<file path="src/flash_wp_regs.svh">
// Constants for the flash write-protect and status block
`ifndef FLASH_WP_REGS_SVH
`define FLASH_WP_REGS_SVH

// Instruction codes (unlock and prefix codes fixed, the rest plain defaults)
`define OP_WRITE_ENABLE 8'h06
`define OP_WRITE_DISABLE 8'h04
`define OP_PAGE_PROGRAM 8'h02
`define OP_SECTOR_ERASE 8'h20
`define OP_BLOCK_ERASE 8'hD8
`define OP_CHIP_ERASE 8'hC7
`define OP_WRITE_SR1 8'h01
`define OP_WRITE_SR2 8'h31
`define OP_WRITE_SR3 8'h11
`define OP_READ_SR1 8'h05
`define OP_READ_SR2 8'h35
`define OP_READ_SR3 8'h15
`define OP_SUSPEND 8'h75
`define OP_POWER_DOWN 8'hB9
`define OP_RELEASE_PD 8'hAB
`define OP_BLOCK_UNLOCK 8'h39
`define OP_SECURITY_PROGRAM 8'h42
`define OP_SECURITY_ERASE 8'h44
`define OP_PREFIX_FIRST 8'hAA
`define OP_PREFIX_SECOND 8'h55

// Status bit positions: low word holds S7..S0, mid word S15..S8
`define SR_BUSY 0
`define SR_LATCH 1
`define SR_RANGE_LO 2
`define SR_RANGE_HI 4
`define SR_TOP_BOTTOM 5
`define SR_SMALL_UNIT 6
`define SR_GUARD 7
`define SR_LOCKDOWN 0
`define SR_INVERT 6
`define SR_SCHEME 2

// Reset values and writable masks
`define SR_LOW_RST 8'h00
`define SR_MID_RST 8'h00
`define SR_LOW_WMASK 8'hFC
`define SR_MID_WMASK 8'h41

// Array geometry
`define LOCK_BITS 92
`define LOCK_SECTORS 32
`define LAST_BLOCK 6'h3D
`define ARRAY_LAST 22'h3D_FFFF

// Timing
`define CLK_PERIOD_NS 50
`define PUW_TIME_US 10
`define PUW_CYCLES ((`PUW_TIME_US * 1000 + `CLK_PERIOD_NS - 1) / `CLK_PERIOD_NS)
`define TW_TIME_NS 1000
`define TW_CYCLES ((`TW_TIME_NS + `CLK_PERIOD_NS - 1) / `CLK_PERIOD_NS)
`define TPP_TIME_NS 2000
`define TPP_CYCLES ((`TPP_TIME_NS + `CLK_PERIOD_NS - 1) / `CLK_PERIOD_NS)
`define TSE_TIME_NS 4000
`define TSE_CYCLES ((`TSE_TIME_NS + `CLK_PERIOD_NS - 1) / `CLK_PERIOD_NS)

`endif

</file>
<file path="src/flash_wp_pkg.sv">
// Types for the flash write-protect and status block
package flash_wp_pkg;

	typedef enum logic [1:0] {
		ST_IDLE = 2'b01,
		ST_BUSY = 2'b10
	} op_state_type;

	typedef enum logic [2:0] {
		PFX_NONE = 3'b001,
		PFX_FIRST = 3'b010,
		PFX_ARMED = 3'b100
	} prefix_state_type;

endpackage

</file>
<file path="src/flash_write_protect_status.sv">
// Write-protect, lock-bit and status-register control of the serial flash
`timescale 1ns/1ps
`include "flash_wp_regs.svh"

module flash_write_protect_status (
	// Clock and power-on reset
	input wire logic clk,
	input wire logic rst,
	// Decoded instruction from the serial front end
	input wire logic cmd_valid,
	input wire logic [7:0] cmd_op,
	input wire logic [21:0] cmd_addr,
	input wire logic [7:0] cmd_data,
	// Pin and mode
	input wire logic wp_n,
	input wire logic quad_mode,
	// Status words and state
	output logic [7:0] status_word_low,
	output logic [7:0] status_word_mid,
	output logic lock_scheme_select,
	output logic power_down,
	// Instruction outcome pulses
	output logic cmd_accept,
	output logic cmd_refuse,
	output logic array_start
);

	flash_wp_pkg::op_state_type state_q;
	flash_wp_pkg::prefix_state_type pfx_q;
	logic [11:0] cnt_q;
	logic [11:0] pu_cnt_q;
	logic [7:0] sr_low_q;
	logic [7:0] sr_mid_q;
	logic scheme_q;
	logic otp_q;
	logic pd_q;
	logic [`LOCK_BITS-1:0] lock_q;
	logic [1:0] pend_sel_q;
	logic [7:0] pend_data_q;
	logic pend_otp_q;
	logic accept_q;
	logic refuse_q;
	logic start_q;

	logic is_we, is_wd, is_pp, is_se, is_be, is_ce;
	logic is_wsr1, is_wsr2, is_wsr3, is_wsr, is_rsr, is_sus;
	logic is_pd, is_rpd, is_unlock, is_secp, is_sece, is_aa, is_55;
	logic is_array, is_security_op;
	logic we_latch, busy, pu_hold, guard, lockdown, pin_block;
	logic [21:0] reg_lo, reg_hi;
	logic range_lo, range_hi, lock_hit, array_prot;
	logic wsr_ok, take, accept_go, refuse_go, start_op, idle_go, done;
	logic [6:0] unlock_idx;
	logic [11:0] op_cycles;

	assign is_we = cmd_op == `OP_WRITE_ENABLE;
	assign is_wd = cmd_op == `OP_WRITE_DISABLE;
	assign is_pp = cmd_op == `OP_PAGE_PROGRAM;
	assign is_se = cmd_op == `OP_SECTOR_ERASE;
	assign is_be = cmd_op == `OP_BLOCK_ERASE;
	assign is_ce = cmd_op == `OP_CHIP_ERASE;
	assign is_wsr1 = cmd_op == `OP_WRITE_SR1;
	assign is_wsr2 = cmd_op == `OP_WRITE_SR2;
	assign is_wsr3 = cmd_op == `OP_WRITE_SR3;
	assign is_wsr = is_wsr1 | is_wsr2 | is_wsr3;
	assign is_rsr = (cmd_op == `OP_READ_SR1) | (cmd_op == `OP_READ_SR2) | (cmd_op == `OP_READ_SR3);
	assign is_sus = cmd_op == `OP_SUSPEND;
	assign is_pd = cmd_op == `OP_POWER_DOWN;
	assign is_rpd = cmd_op == `OP_RELEASE_PD;
	assign is_unlock = cmd_op == `OP_BLOCK_UNLOCK;
	assign is_secp = cmd_op == `OP_SECURITY_PROGRAM;
	assign is_sece = cmd_op == `OP_SECURITY_ERASE;
	assign is_aa = cmd_op == `OP_PREFIX_FIRST;
	assign is_55 = cmd_op == `OP_PREFIX_SECOND;
	assign is_array = is_pp | is_se | is_be | is_ce;
	assign is_security_op = is_secp | is_sece;

	assign we_latch = sr_low_q[`SR_LATCH];
	assign busy = sr_low_q[`SR_BUSY];
	assign guard = sr_low_q[`SR_GUARD];
	assign lockdown = sr_mid_q[`SR_LOCKDOWN];
	assign pu_hold = pu_cnt_q != 12'h000;
	assign done = (state_q == flash_wp_pkg::ST_BUSY) && (cnt_q == 12'h000);

	// Lock bit index: bottom sectors 0..15, top sectors 16..31, then middle blocks
	function automatic logic [6:0] lock_idx_f(input logic [21:0] a);
		logic [5:0] blk;
		blk = a[21:16];
		if (blk == 6'h00)
			return {3'h0, a[15:12]};
		else if (blk == `LAST_BLOCK)
			return {3'h1, a[15:12]};
		else
			return 7'(blk) + 7'h1F;
	endfunction

	// Beyond the array counts as locked
	function automatic logic lock_hit_f(input logic [`LOCK_BITS-1:0] lk, input logic [21:0] a,
		input logic blk_scope, input logic chip);
		logic [6:0] idx;
		idx = lock_idx_f(a);
		if (chip)
			return |lk;
		else if (blk_scope && a[21:16] == 6'h00)
			return |lk[15:0];
		else if (blk_scope && a[21:16] == `LAST_BLOCK)
			return |lk[`LOCK_SECTORS-1:16];
		else if (idx >= 7'(`LOCK_BITS))
			return 1'b1;
		else
			return lk[idx];
	endfunction

	// Range protection is one span at an array end, so checking both ends of the target suffices
	always_comb begin
		reg_lo = cmd_addr;
		reg_hi = cmd_addr;
		if (is_pp) begin
			reg_lo = {cmd_addr[21:8], 8'h00};
			reg_hi = {cmd_addr[21:8], 8'hFF};
		end else if (is_se) begin
			reg_lo = {cmd_addr[21:12], 12'h000};
			reg_hi = {cmd_addr[21:12], 12'hFFF};
		end else if (is_be) begin
			reg_lo = {cmd_addr[21:16], 16'h0000};
			reg_hi = {cmd_addr[21:16], 16'hFFFF};
		end else if (is_ce) begin
			reg_lo = 22'h00_0000;
			reg_hi = `ARRAY_LAST;
		end
	end

	range_decode u_range_lo (
		.range_bits(sr_low_q[`SR_RANGE_HI:`SR_RANGE_LO]),
		.top_bottom_select(sr_low_q[`SR_TOP_BOTTOM]),
		.small_unit_select(sr_low_q[`SR_SMALL_UNIT]),
		.invert_protection(sr_mid_q[`SR_INVERT]),
		.addr(reg_lo),
		.hit(range_lo)
	);

	range_decode u_range_hi (
		.range_bits(sr_low_q[`SR_RANGE_HI:`SR_RANGE_LO]),
		.top_bottom_select(sr_low_q[`SR_TOP_BOTTOM]),
		.small_unit_select(sr_low_q[`SR_SMALL_UNIT]),
		.invert_protection(sr_mid_q[`SR_INVERT]),
		.addr(reg_hi),
		.hit(range_hi)
	);

	assign lock_hit = lock_hit_f(lock_q, cmd_addr, is_be, is_ce);
	assign array_prot = scheme_q ? lock_hit : (range_lo | range_hi);
	assign unlock_idx = lock_idx_f(cmd_addr);

	// Lockdown and the permanent flag beat everything; the pin counts only outside quad modes
	assign pin_block = guard & !wp_n & !quad_mode;
	assign wsr_ok = we_latch & !otp_q & !lockdown & !pin_block;

	always_comb begin
		take = 1'b0;
		if (pd_q)
			take = is_rpd;
		else if (busy)
			take = is_rsr | is_sus;
		else if (is_we)
			take = !pu_hold;
		else if (is_array)
			take = we_latch & !pu_hold & !array_prot;
		else if (is_security_op)
			take = we_latch & !pu_hold;
		else if (is_wsr)
			take = !pu_hold & wsr_ok;
		else
			take = 1'b1;
	end

	assign accept_go = cmd_valid & take;
	assign refuse_go = cmd_valid & !take;
	assign idle_go = accept_go & !pd_q & !busy;
	assign start_op = idle_go & (is_array | is_security_op | is_wsr);

	always_comb begin
		if (is_wsr)
			op_cycles = 12'(`TW_CYCLES - 1);
		else if (is_pp | is_secp)
			op_cycles = 12'(`TPP_CYCLES - 1);
		else
			op_cycles = 12'(`TSE_CYCLES - 1);
	end

	// Write-inhibit window after power-up
	always_ff @(posedge clk or posedge rst) begin
		if (rst)
			pu_cnt_q <= 12'(`PUW_CYCLES);
		else if (pu_hold)
			pu_cnt_q <= pu_cnt_q - 12'h001;
	end

	// Operation sequencer
	always_ff @(posedge clk or posedge rst) begin
		if (rst) begin
			state_q <= flash_wp_pkg::ST_IDLE;
			cnt_q <= 12'h000;
		end else begin
			unique case (state_q)
				flash_wp_pkg::ST_IDLE: begin
					if (start_op) begin
						state_q <= flash_wp_pkg::ST_BUSY;
						cnt_q <= op_cycles;
					end
				end
				flash_wp_pkg::ST_BUSY: begin
					if (cnt_q == 12'h000)
						state_q <= flash_wp_pkg::ST_IDLE;
					else
						cnt_q <= cnt_q - 12'h001;
				end
			endcase
		end
	end

	// Status write held until the operation completes
	always_ff @(posedge clk or posedge rst) begin
		if (rst) begin
			pend_sel_q <= 2'h0;
			pend_data_q <= 8'h00;
			pend_otp_q <= 1'b0;
		end else if (start_op) begin
			pend_sel_q <= is_wsr1 ? 2'h1 : is_wsr2 ? 2'h2 : is_wsr3 ? 2'h3 : 2'h0;
			pend_data_q <= cmd_data;
			pend_otp_q <= pfx_q == flash_wp_pkg::PFX_ARMED;
		end else if (done) begin
			pend_sel_q <= 2'h0;
		end
	end

	// Low status word: busy, latch, range and guard bits
	always_ff @(posedge clk or posedge rst) begin
		if (rst) begin
			sr_low_q <= `SR_LOW_RST;
		end else if (done) begin
			if (pend_sel_q == 2'h1)
				sr_low_q <= (sr_low_q & ~`SR_LOW_WMASK) | (pend_data_q & `SR_LOW_WMASK);
			sr_low_q[`SR_BUSY] <= 1'b0;
			sr_low_q[`SR_LATCH] <= 1'b0;
		end else if (start_op) begin
			sr_low_q[`SR_BUSY] <= 1'b1;
		end else if (idle_go && is_we) begin
			sr_low_q[`SR_LATCH] <= 1'b1;
		end else if (idle_go && is_wd) begin
			sr_low_q[`SR_LATCH] <= 1'b0;
		end
	end

	// Mid status word: lockdown and complement bits; lockdown clears only on reset
	always_ff @(posedge clk or posedge rst) begin
		if (rst)
			sr_mid_q <= `SR_MID_RST;
		else if (done && pend_sel_q == 2'h2)
			sr_mid_q <= (sr_mid_q & ~`SR_MID_WMASK) | (pend_data_q & `SR_MID_WMASK);
	end

	// Permanent protection; held in flops, so a reset here stands for a fresh part
	always_ff @(posedge clk or posedge rst) begin
		if (rst)
			otp_q <= 1'b0;
		else if (done && pend_sel_q == 2'h2 && pend_otp_q && pend_data_q[`SR_LOCKDOWN])
			otp_q <= 1'b1;
	end

	always_ff @(posedge clk or posedge rst) begin
		if (rst)
			scheme_q <= 1'b0;
		else if (done && pend_sel_q == 2'h3)
			scheme_q <= pend_data_q[`SR_SCHEME];
	end

	// Prefix tracker: any other instruction breaks the sequence
	always_ff @(posedge clk or posedge rst) begin
		if (rst)
			pfx_q <= flash_wp_pkg::PFX_NONE;
		else if (cmd_valid) begin
			if (idle_go && is_aa)
				pfx_q <= flash_wp_pkg::PFX_FIRST;
			else if (idle_go && is_55 && pfx_q == flash_wp_pkg::PFX_FIRST)
				pfx_q <= flash_wp_pkg::PFX_ARMED;
			else
				pfx_q <= flash_wp_pkg::PFX_NONE;
		end
	end

	always_ff @(posedge clk or posedge rst) begin
		if (rst)
			pd_q <= 1'b0;
		else if (accept_go && pd_q && is_rpd)
			pd_q <= 1'b0;
		else if (idle_go && is_pd)
			pd_q <= 1'b1;
	end

	genvar gi;
	generate
		for (gi = 0; gi < `LOCK_BITS; gi++) begin : g_lock
			always_ff @(posedge clk or posedge rst) begin
				if (rst)
					lock_q[gi] <= 1'b1;
				else if (idle_go && is_unlock && unlock_idx == 7'(gi))
					lock_q[gi] <= 1'b0;
			end
		end
	endgenerate

	always_ff @(posedge clk or posedge rst) begin
		if (rst) begin
			accept_q <= 1'b0;
			refuse_q <= 1'b0;
			start_q <= 1'b0;
		end else begin
			accept_q <= accept_go;
			refuse_q <= refuse_go;
			start_q <= start_op & is_array;
		end
	end

	assign status_word_low = sr_low_q;
	assign status_word_mid = sr_mid_q;
	assign lock_scheme_select = scheme_q;
	assign power_down = pd_q;
	assign cmd_accept = accept_q;
	assign cmd_refuse = refuse_q;
	assign array_start = start_q;

	latch_reset_a: assert property (@(posedge clk) $fell(rst) |-> !status_word_low[`SR_LATCH] && !status_word_low[`SR_BUSY])
		else $error("Latch or busy set after reset");

	latch_needed_a: assert property (@(posedge clk) disable iff (rst)
		cmd_valid && is_array && !we_latch && !busy && !pd_q |=> cmd_refuse && !array_start)
		else $error("Array op taken without write enable");

	latch_set_a: assert property (@(posedge clk) disable iff (rst)
		cmd_valid && is_we && !busy && !pd_q && !pu_hold |=> status_word_low[`SR_LATCH] && cmd_accept)
		else $error("Write enable did not set the latch");

	op_finish_a: assert property (@(posedge clk) disable iff (rst)
		start_op && is_wsr |=> busy [*8] ##[1:30] (!status_word_low[`SR_BUSY] && !status_word_low[`SR_LATCH]))
		else $error("Status write did not finish and clear latch in time");

	powerup_block_a: assert property (@(posedge clk) disable iff (rst)
		pu_hold && cmd_valid && (is_we || is_wsr) && !pd_q |=> cmd_refuse)
		else $error("Write instruction taken during power-up delay");

	pd_ignore_a: assert property (@(posedge clk) disable iff (rst)
		pd_q && cmd_valid && !is_rpd |=> cmd_refuse && power_down && $stable(status_word_low))
		else $error("Instruction obeyed in power-down");

	lock_reset_a: assert property (@(posedge clk) $fell(rst) |-> &lock_q)
		else $error("Lock bits not all set after reset");

	busy_ignore_a: assert property (@(posedge clk) disable iff (rst)
		busy && !pd_q && cmd_valid && !(is_rsr || is_sus) |=> cmd_refuse)
		else $error("Instruction taken while busy");

	lockdown_a: assert property (@(posedge clk) disable iff (rst)
		lockdown && cmd_valid && is_wsr |=> cmd_refuse ##1 $stable(status_word_mid))
		else $error("Status write taken under lockdown");

	wp_gate_a: assert property (@(posedge clk) disable iff (rst)
		guard && !lockdown && !wp_n && !quad_mode && cmd_valid && is_wsr |=> cmd_refuse && !busy)
		else $error("Status write passed a low protect pin");

	lock_scheme_a: assert property (@(posedge clk) disable iff (rst)
		scheme_q && lock_hit && cmd_valid && is_array |=> cmd_refuse && !array_start)
		else $error("Locked area was programmed or erased");

endmodule // flash_write_protect_status

</file>
<file path="src/range_decode.sv">
// Range-bit protection decode for one address
`timescale 1ns/1ps
`include "flash_wp_regs.svh"

module range_decode (
	// Protection fields
	input wire logic [2:0] range_bits,
	input wire logic top_bottom_select,
	input wire logic small_unit_select,
	input wire logic invert_protection,
	// Address under test
	input wire logic [21:0] addr,
	output logic hit
);

	logic [22:0] size;
	logic [21:0] off;
	logic all_prot;
	logic raw;

	always_comb begin
		all_prot = range_bits[2] & range_bits[1];
		size = 23'h00_0000;
		if (range_bits != 3'h0) begin
			if (!small_unit_select)
				size = 23'h01_0000 << 3'(range_bits - 3'h1);
			else if (range_bits[2])
				size = 23'h00_8000;
			else
				size = 23'h00_1000 << 3'(range_bits - 3'h1);
		end
		off = top_bottom_select ? addr : 22'(`ARRAY_LAST - addr);
		raw = all_prot | ({1'b0, off} < size);
		hit = raw ^ invert_protection;
	end

endmodule // range_decode

</file>
<file path="config.mk">
export PLATFORM = sky130hd
export DESIGN_NAME = flash_write_protect_status
export DESIGN_NICKNAME = d
export VERILOG_FILES = /design/src/flash_wp_pkg.sv /design/src/flash_write_protect_status.sv /design/src/range_decode.sv
export VERILOG_INCLUDE_DIRS = /design/src /design/src/src
export SDC_FILE = /design/constraint.sdc
export NUM_CORES = 1
export LEC_CHECK = 0
export BUFFER_PORTS_ARGS = -buffer_cell sky130_fd_sc_hd__buf_4
export CORE_UTILIZATION = 40
export DETAILED_ROUTE_END_ITERATION = 6
export SETUP_SLACK_MARGIN = 0.5
export SYNTH_ARGS = -nofsm -noshare
export SYNTH_HDL_FRONTEND = slang
export SYNTH_SLANG_ARGS = --single-unit
</file>
<file path="constraint.sdc">
create_clock -name clk -period 12.2 [get_ports clk]
set_clock_uncertainty 0.1 [all_clocks]
set_input_delay 1.22 -clock clk [delete_from_list [all_inputs] [get_ports clk]]
set_output_delay 1.22 -clock clk [all_outputs]
set_load 0.03 [all_outputs]
</file>
==> flow_summary.toml, run 1 <==
[run_status]
outcome = "completed"

[global_routing]
grt_pass1_vias = 6790
grt_max_degree = 84
gr-usage-met3_pct = 4.28
grt_use_met2_pct = 33.1
grt_pass1_wl_um = 36700
antenna_found_initial = 0
grt.total_usage_pct = 21.2
grt.busiest_layer = "met2"
use_met1_pct = 29.7
gr-total-overflow = 0

[synth]
syn_area_per_cell_um2 = 9.64
synth_top_cell_by_area = "dfstp_2"
ys_types = 70
synth_top_area_share_pct = 29.5
synthTopCellsByArea = "dfstp_2 (30%), dfrtp_1 (14%), o21a_1 (5.1%), nand2_1 (4.3%), ha_1 (3.8%)"
yosysWarnings = 0
synth-edff-count = 0
ys_seq_area_share_pct = 44.0
synth_cells = 895
synth.ff_latch_count = 147
netlist_area_um2 = 8630
synthArstFlopShare_pct = 100
synthFlopType = "dfstp_2"

[placed_design]
hpwl_um = 15900
gp_congestion = 0.852
io_buffers = 44
placed_cell_area_um2 = 9150
place_ws_ps = 5820
dpl.cell_count = 1183

[route]
vias = 7011
wl_um = 22400
routedWlPerCell_um = 18.4
viasPerCell = 5.77
drc = 0
drt_iter0_drc = 563
drtAntennaViolNets = 0
firstDrtPassIters = 5

[timing]
max_freq_mhz = 170
slew_headroom_pct = 30.3
period_needed_ps = 5900
setup_slack_ps = 6300
drv_slew = 0
post-route-period-util_pct = 48.4
finalHoldViolCount = 0
rsz0062_at_grt = "no"
hold_ws_ps = 364
tightestPinTransition_ps = 1050
setup_tns_ps = 0
finalSetupViolations = 0

[job]
drv_cap = 0

[layout]
diodes = 0
layout_commonest_cell = "nand2_1"
final_area_um2 = 9720
syn2layout_area_growth_pct = 12.7
layout_common_cells = "nand2_1 (98), dfstp_2 (97), nor2_1 (64), o21a_1 (59), buf_4 (51)"
final_layout_size_suffix_gt1_share_pct = 23.4
post-route-util_pct = 46.1
finalNonFillerCells = 1215
nNetsFinal = 996

[setup_path]
worstPathArrival_ps = 6120
cp-start-kind = "primary input"
crit_path_max_fanout = 13
crit_path_end_kind = "flop"
critPathRequiredTime_ps = 12420
critPathKind = "primary input to flop"
cpMaxStageDelayCell = "nor2b_1"
path_cells = "buf_4 -> nor2b_1 -> nand2_1 -> nor2b_1 -> nor2_1 -> ha_1 -> nand2_1 -> o21ai_0 -> a311oi_1 -> nor2_1 -> ha_1 -> a21oi_1 -> o21ai_0 -> o2bb2a_1 -> o211ai_1 -> nand4_1 -> o221ai_2 -> o211ai_2 -> a21o_1 -> o22a_1"
cpPeakStageDelay_ps = 630

[hold_path]
min_path_type = "flop to flop"

[cts]
cts-buffers-inserted = 17
clockBufferDepth = 2
cts-root-buf = "clkbuf_16"
cts_resized = 0
clk_pin_slew_ps = 70
clock_sinks = 147
tritoncts = "done"
holdBufCountCts = 0
postCtsSetupBuffers = 0
insertion_delay_ps = 430
htree_levels = 4

[power_and_ir_drop]
power.density_nw_per_um2 = 121
p_leak_nw = 3.97
total_power_mw = 1.18
ir_drop_v = 0.0000584

[floorplanning]
die_area_um2 = 22200
design.core.area_um2 = 21100
rows = 53
ios = 64
start_util_pct = 40.9
die_h_um = 149
die_w_um = 149
where the power goes:
group          switching (mW)  internal [mW]  total (mW)  leakage, nW
logic                  0.0927         0.0500       0.143         2.05
registers              0.0125          0.505       0.517         1.63
clock network           0.229          0.286       0.515        0.280
total                   0.335          0.841        1.18         3.97
synthesized netlist by cell type (5+ instances only):
cell,n
a21o_1,5
or3_1,6
clkbuf_1,23
xor2_1,14
buf_4,11
o22ai_1,14
and2_1,11
a21boi_0,33
nor3_1,28
dfstp_2,97
nand3b_1,7
nor2b_1,21
a21oi_1,41
dfrtp_1,50
xnor2_1,10
nor4_1,29
a31oi_1,9
nand3_1,31
and3_1,6
nand2b_1,9
nand2_1,98
nor2_1,64
nor3b_1,10
o21a_1,59
ha_1,26
nand4_1,11
mux2i_1,23
inv_1,23
o21ai_0,22
mux2_2,18
a222oi_1,14
sequential cells by signal, indices dropped and copies added (netlist names), 2 cells and up:
| signal | flops |
|---|---|
| status_word_mid | 2 |
| pend_sel_q | 2 |
| pend_data_q | 7 |
| cnt_q | 12 |
| lock_q | 92 |
| status_word_low | 8 |
| pu_cnt_q | 12 |
| pfx_q | 3 |
| state_q | 2 |
cells by family after synthesis:
group / after synthesis / synth area share (%)
xor+xnor: 24 / 2.44
buf+inv: 67 / 3.71
simple gates: 346 / 20.2
fa+ha+maj: 26 / 3.77
mux: 46 / 6.05
flops: 147 / 44.0
other cells: 1 / 0.0434
compound gates: 238 / 19.8
worst max-delay path, delay by kind of cell:
family | cells | cell delay, ps
compound gates | 10 | 2440
fa+ha+maj | 2 | 590
buf+inv | 1 | 110
simple gates | 7 | 1740
per-layer routing:
layer | routed length [um] | vias up
met5 | 0 | -
li1 | - | 3357
met4 | 303 | 0
met1 | 10700 | 3442
met2 | 10200 | 188
met3 | 1100 | 24
area by class of cell:
cell class / instances / area (um^2)
clock buffers: 17 / 425
multi-input cells: 686 / 4530
clock inverters: 15 / 146
flip-flops and latches: 147 / 3800
inverters: 24 / 95.1
repair buffers: 51 / 383
well taps: 275 / 344
fillers: 2024 / 11400
path summary, 6_finish.rpt:
path / from / end / slack [ps] / depth (start not counted)
min: lock_q[58] / lock_q[58] / 360 / 1
max in group asynchronous: rst / pu_cnt_q[2] / 9880 / 3
min in group asynchronous: rst / pu_cnt_q[10] / 760 / 2
max: cmd_op[6] / cnt_q[5] / 6300 / 20
max reg2reg: status_word_low[5] / cnt_q[5] / 7740 / 13
min reg2reg: lock_q[58] / lock_q[58] / 360 / 1
Power figures use the tool's default switching activity.
==> run 2, diff against run 1 <==
- ABC_AREA: unset -> 1
- clock period: 12.2 -> 4.9 ns (I/O delays scaled with it)
==> flow_summary.toml, run 2 <==
[run_status]
outcome = "completed"

[floorplanning]
die_w_um = 153
die_area_um2 = 23500
design.core.area_um2 = 22600
die_h_um = 153
start_util_pct = 40.6
rows = 55
ios = 64

[timing]
setup_tns_ps = 0
finalSetupViolations = 0
slew_headroom_pct = 16.7
finalHoldViolCount = 0
rsz0062_at_grt = "no"
tightestPinTransition_ps = 1250
drv_slew = 0
period_needed_ps = 4010
post-route-period-util_pct = 81.8
max_freq_mhz = 249

[power_and_ir_drop]
swShare_pct = 27.8
ir_drop_v = 0.000176
p_clk_share_pct = 47.4
seqPwrFrac_pct = 42.3
combinationalPowerShare_pct = 10.3
power_switching_uw = 804
power.density_nw_per_um2 = 276
p_int_mw = 2.08
p_leak_nw = 5.19

[job]
drv_cap = 0

[global_routing]
grt_pass1_vias = 7689
antenna_found_initial = 0
grt.total_usage_pct = 21.2
gr-total-overflow = 0
grt_pass1_wl_um = 39300
grt_max_degree = 114

[synth]
synth.ff_latch_count = 147
syn_area_per_cell_um2 = 7.13
yosysWarnings = 0
synth-edff-count = 0
synthArstFlopShare_pct = 100
synthTopCellsByArea = "dfstp_2 (28%), nand2_1 (16%), dfrtp_1 (14%), nor2_1 (8.8%), inv_1 (6.1%)"
synth_cells = 1286
synthTopCellsByCount = "nand2_1 (396), nor2_1 (214), inv_1 (150)"
synth_most_common_cell = "nand2_1"
synth_top_cell_by_area = "dfstp_2"
ys_seq_area_share_pct = 41.5
synthFlopType = "dfstp_2"
netlist_area_um2 = 9170
synth_top_area_share_pct = 27.8
ys_types = 44

[setup_path]
crit_path_end_kind = "flop"
crit_path_max_fanout = 92
critPathKind = "primary input to flop"
worstPathArrival_ps = 4280
crit_top_cell = "nand2_1"
critPathRequiredTime_ps = 5170
cp-start-kind = "primary input"
critPathTopFamily = "simple AND/OR/NAND/NOR gates"
path_buf_inv = 5
cpPeakStageDelay_ps = 410
cpMaxStageDelayCell = "nor2_1"

[cts]
clock_sinks = 147
clk_pin_slew_ps = 70
clockBufferDepth = 2
cts-root-buf = "clkbuf_16"
insertion_delay_ps = 430
cts-buffers-inserted = 17
postCtsSetupBuffers = 0
tritoncts = "done"
holdBufCountCts = 0
htree_levels = 4

[route]
vias = 8163
drtAntennaViolNets = 0
firstDrtPassIters = 5
drt_iter0_drc = 514
routedWlPerCell_um = 14.8
drc = 0
wl_um = 24100
viasPerCell = 5.00

[layout]
top_register = "lock_q"
reg_top3 = "lock_q x92, cnt_q x12, pu_cnt_q x12"
final_layout_size_suffix_gt1_share_pct = 16.5
syn2layout_area_growth_pct = 14.2
largest_reg_flops = 92
nNetsFinal = 1403
layout_common_cells = "nand2_1 (394), nor2_1 (214), inv_1 (149), dfstp_2 (97), buf_4 (67)"
n_fill_cell = 2302
layout_commonest_cell = "nand2_1"
diodes = 0
finalNonFillerCells = 1632

[hold_path]
min_path_type = "primary input to async pin"

[placed_design]
dpl.cell_count = 1600
hpwl_um = 16900
io_buffers = 44
gp_congestion = 0.872
[run 2: cell types whose count changed after synthesis, moves of 23 or more]
cell      before  now
a21boi_0      33    0
nand2_1       98  396
inv_1         23  150
nand3_1       31   65
nor2_1        64  214
mux2i_1       23    0
[run 2: logic make-up (layout without fill, tap and decap cells)]
group,Yosys count,in the layout,synth area share [%]
buffers and inverters,199,255,9.27
adder cells (fa/ha/maj),26,26,3.55
XOR/XNOR,31,31,2.96
other,1,6,0.0409
flip-flops,147,147,41.5
AO/OA/AOI/OAI,130,130,8.83
AND/OR/NAND/NOR,752,752,33.9
[run 2: worst paths after layout]
check / start / to / cells after the start / slack (ps)
setup / recovery: cmd_addr[17] / lock_q[19] / 30 / 890
hold / removal: rst / pu_cnt_q[11] / 2 / 170
setup reg to reg: status_word_low[6] / lock_q[19] / 22 / 1240
hold reg to reg: lock_q[36] / lock_q[36] / 1 / 370
max in group asynchronous: rst / lock_q[44] / 3 / 3370
min in group clk: cmd_valid / pfx_q[2] / 2 / 180
[run 2: worst reg2reg max path, cell delays in order (launching register included)]
cell and delay (ps):
dfrtp_1 440, inv_1 110, nor2_1 180, nand2_1 140, ha_1 290, o21ai_0 160, nand2_1 80, a21oi_1 190
o221ai_1 180, nand3_1 100, nand2_1 50, nand2_1 50, nand2_1 60, o21ai_0 150, a21oi_1 80, a21oi_1 120
nand2_1 60, nand2_1 60, nand4_2 110, a21oi_4 210, nand3_4 90, buf_12 240, o21a_1 320
[run 2: per-stage QoR]
step | util, % | total power, mW | setup WS, ps | area, um^2 | hold WS [ps]
after detailed placement | 43.5 | 1.54 | 181 | 9820 | 358
after floorplan | - | 1.43 | 519 | 9190 | 342
after global routing | 46.4 | 3.00 | 511 | 10500 | 187
after global placement | 43.5 | 1.54 | 198 | 9820 | 354
final | 46.4 | 2.89 | 890 | 10500 | 170
after CTS | 46.2 | 2.92 | 638 | 10400 | 175
[run 2: what timing repair did]
action,4_1_cts,5_1_grt
hold endpoints to repair,0,0
gates resized for setup,0,6
endpoints found under the setup margin,0,118
[run 2: power by group through the flow]
stage	Sequential, mW	Combinational, mW	Clock [mW]
final	1.22	0.297	1.37
after global routing	1.22	0.329	1.45
after CTS	1.22	0.296	1.40
after detailed placement	1.24	0.295	0
after global placement	1.24	0.294	0
after floorplan	1.24	0.186	0
[run 2: layer usage]
metal / global-route usage [%] / wire length [um] / vias up
li1: - / - / 4150
met1: 27.9 / 11300 / 3827
met2: 35.6 / 11500 / 155
met3: 3.52 / 1030 / 31
met4: 6.67 / 315 / 0
met5: 0 / 0 / -
[run 2: cell type report]
type                    instances  area (um^2)  share of cell area, %
clock buffers                  17          425                   4.06
clock inverters                15          188                   1.79
inverters                     155          587                   5.61
multi-input cells             945         4590                   43.8
flip-flops and latches        147         3800                   36.3
well taps                     285          357                   3.41
repair buffers                 68          523                   5.00
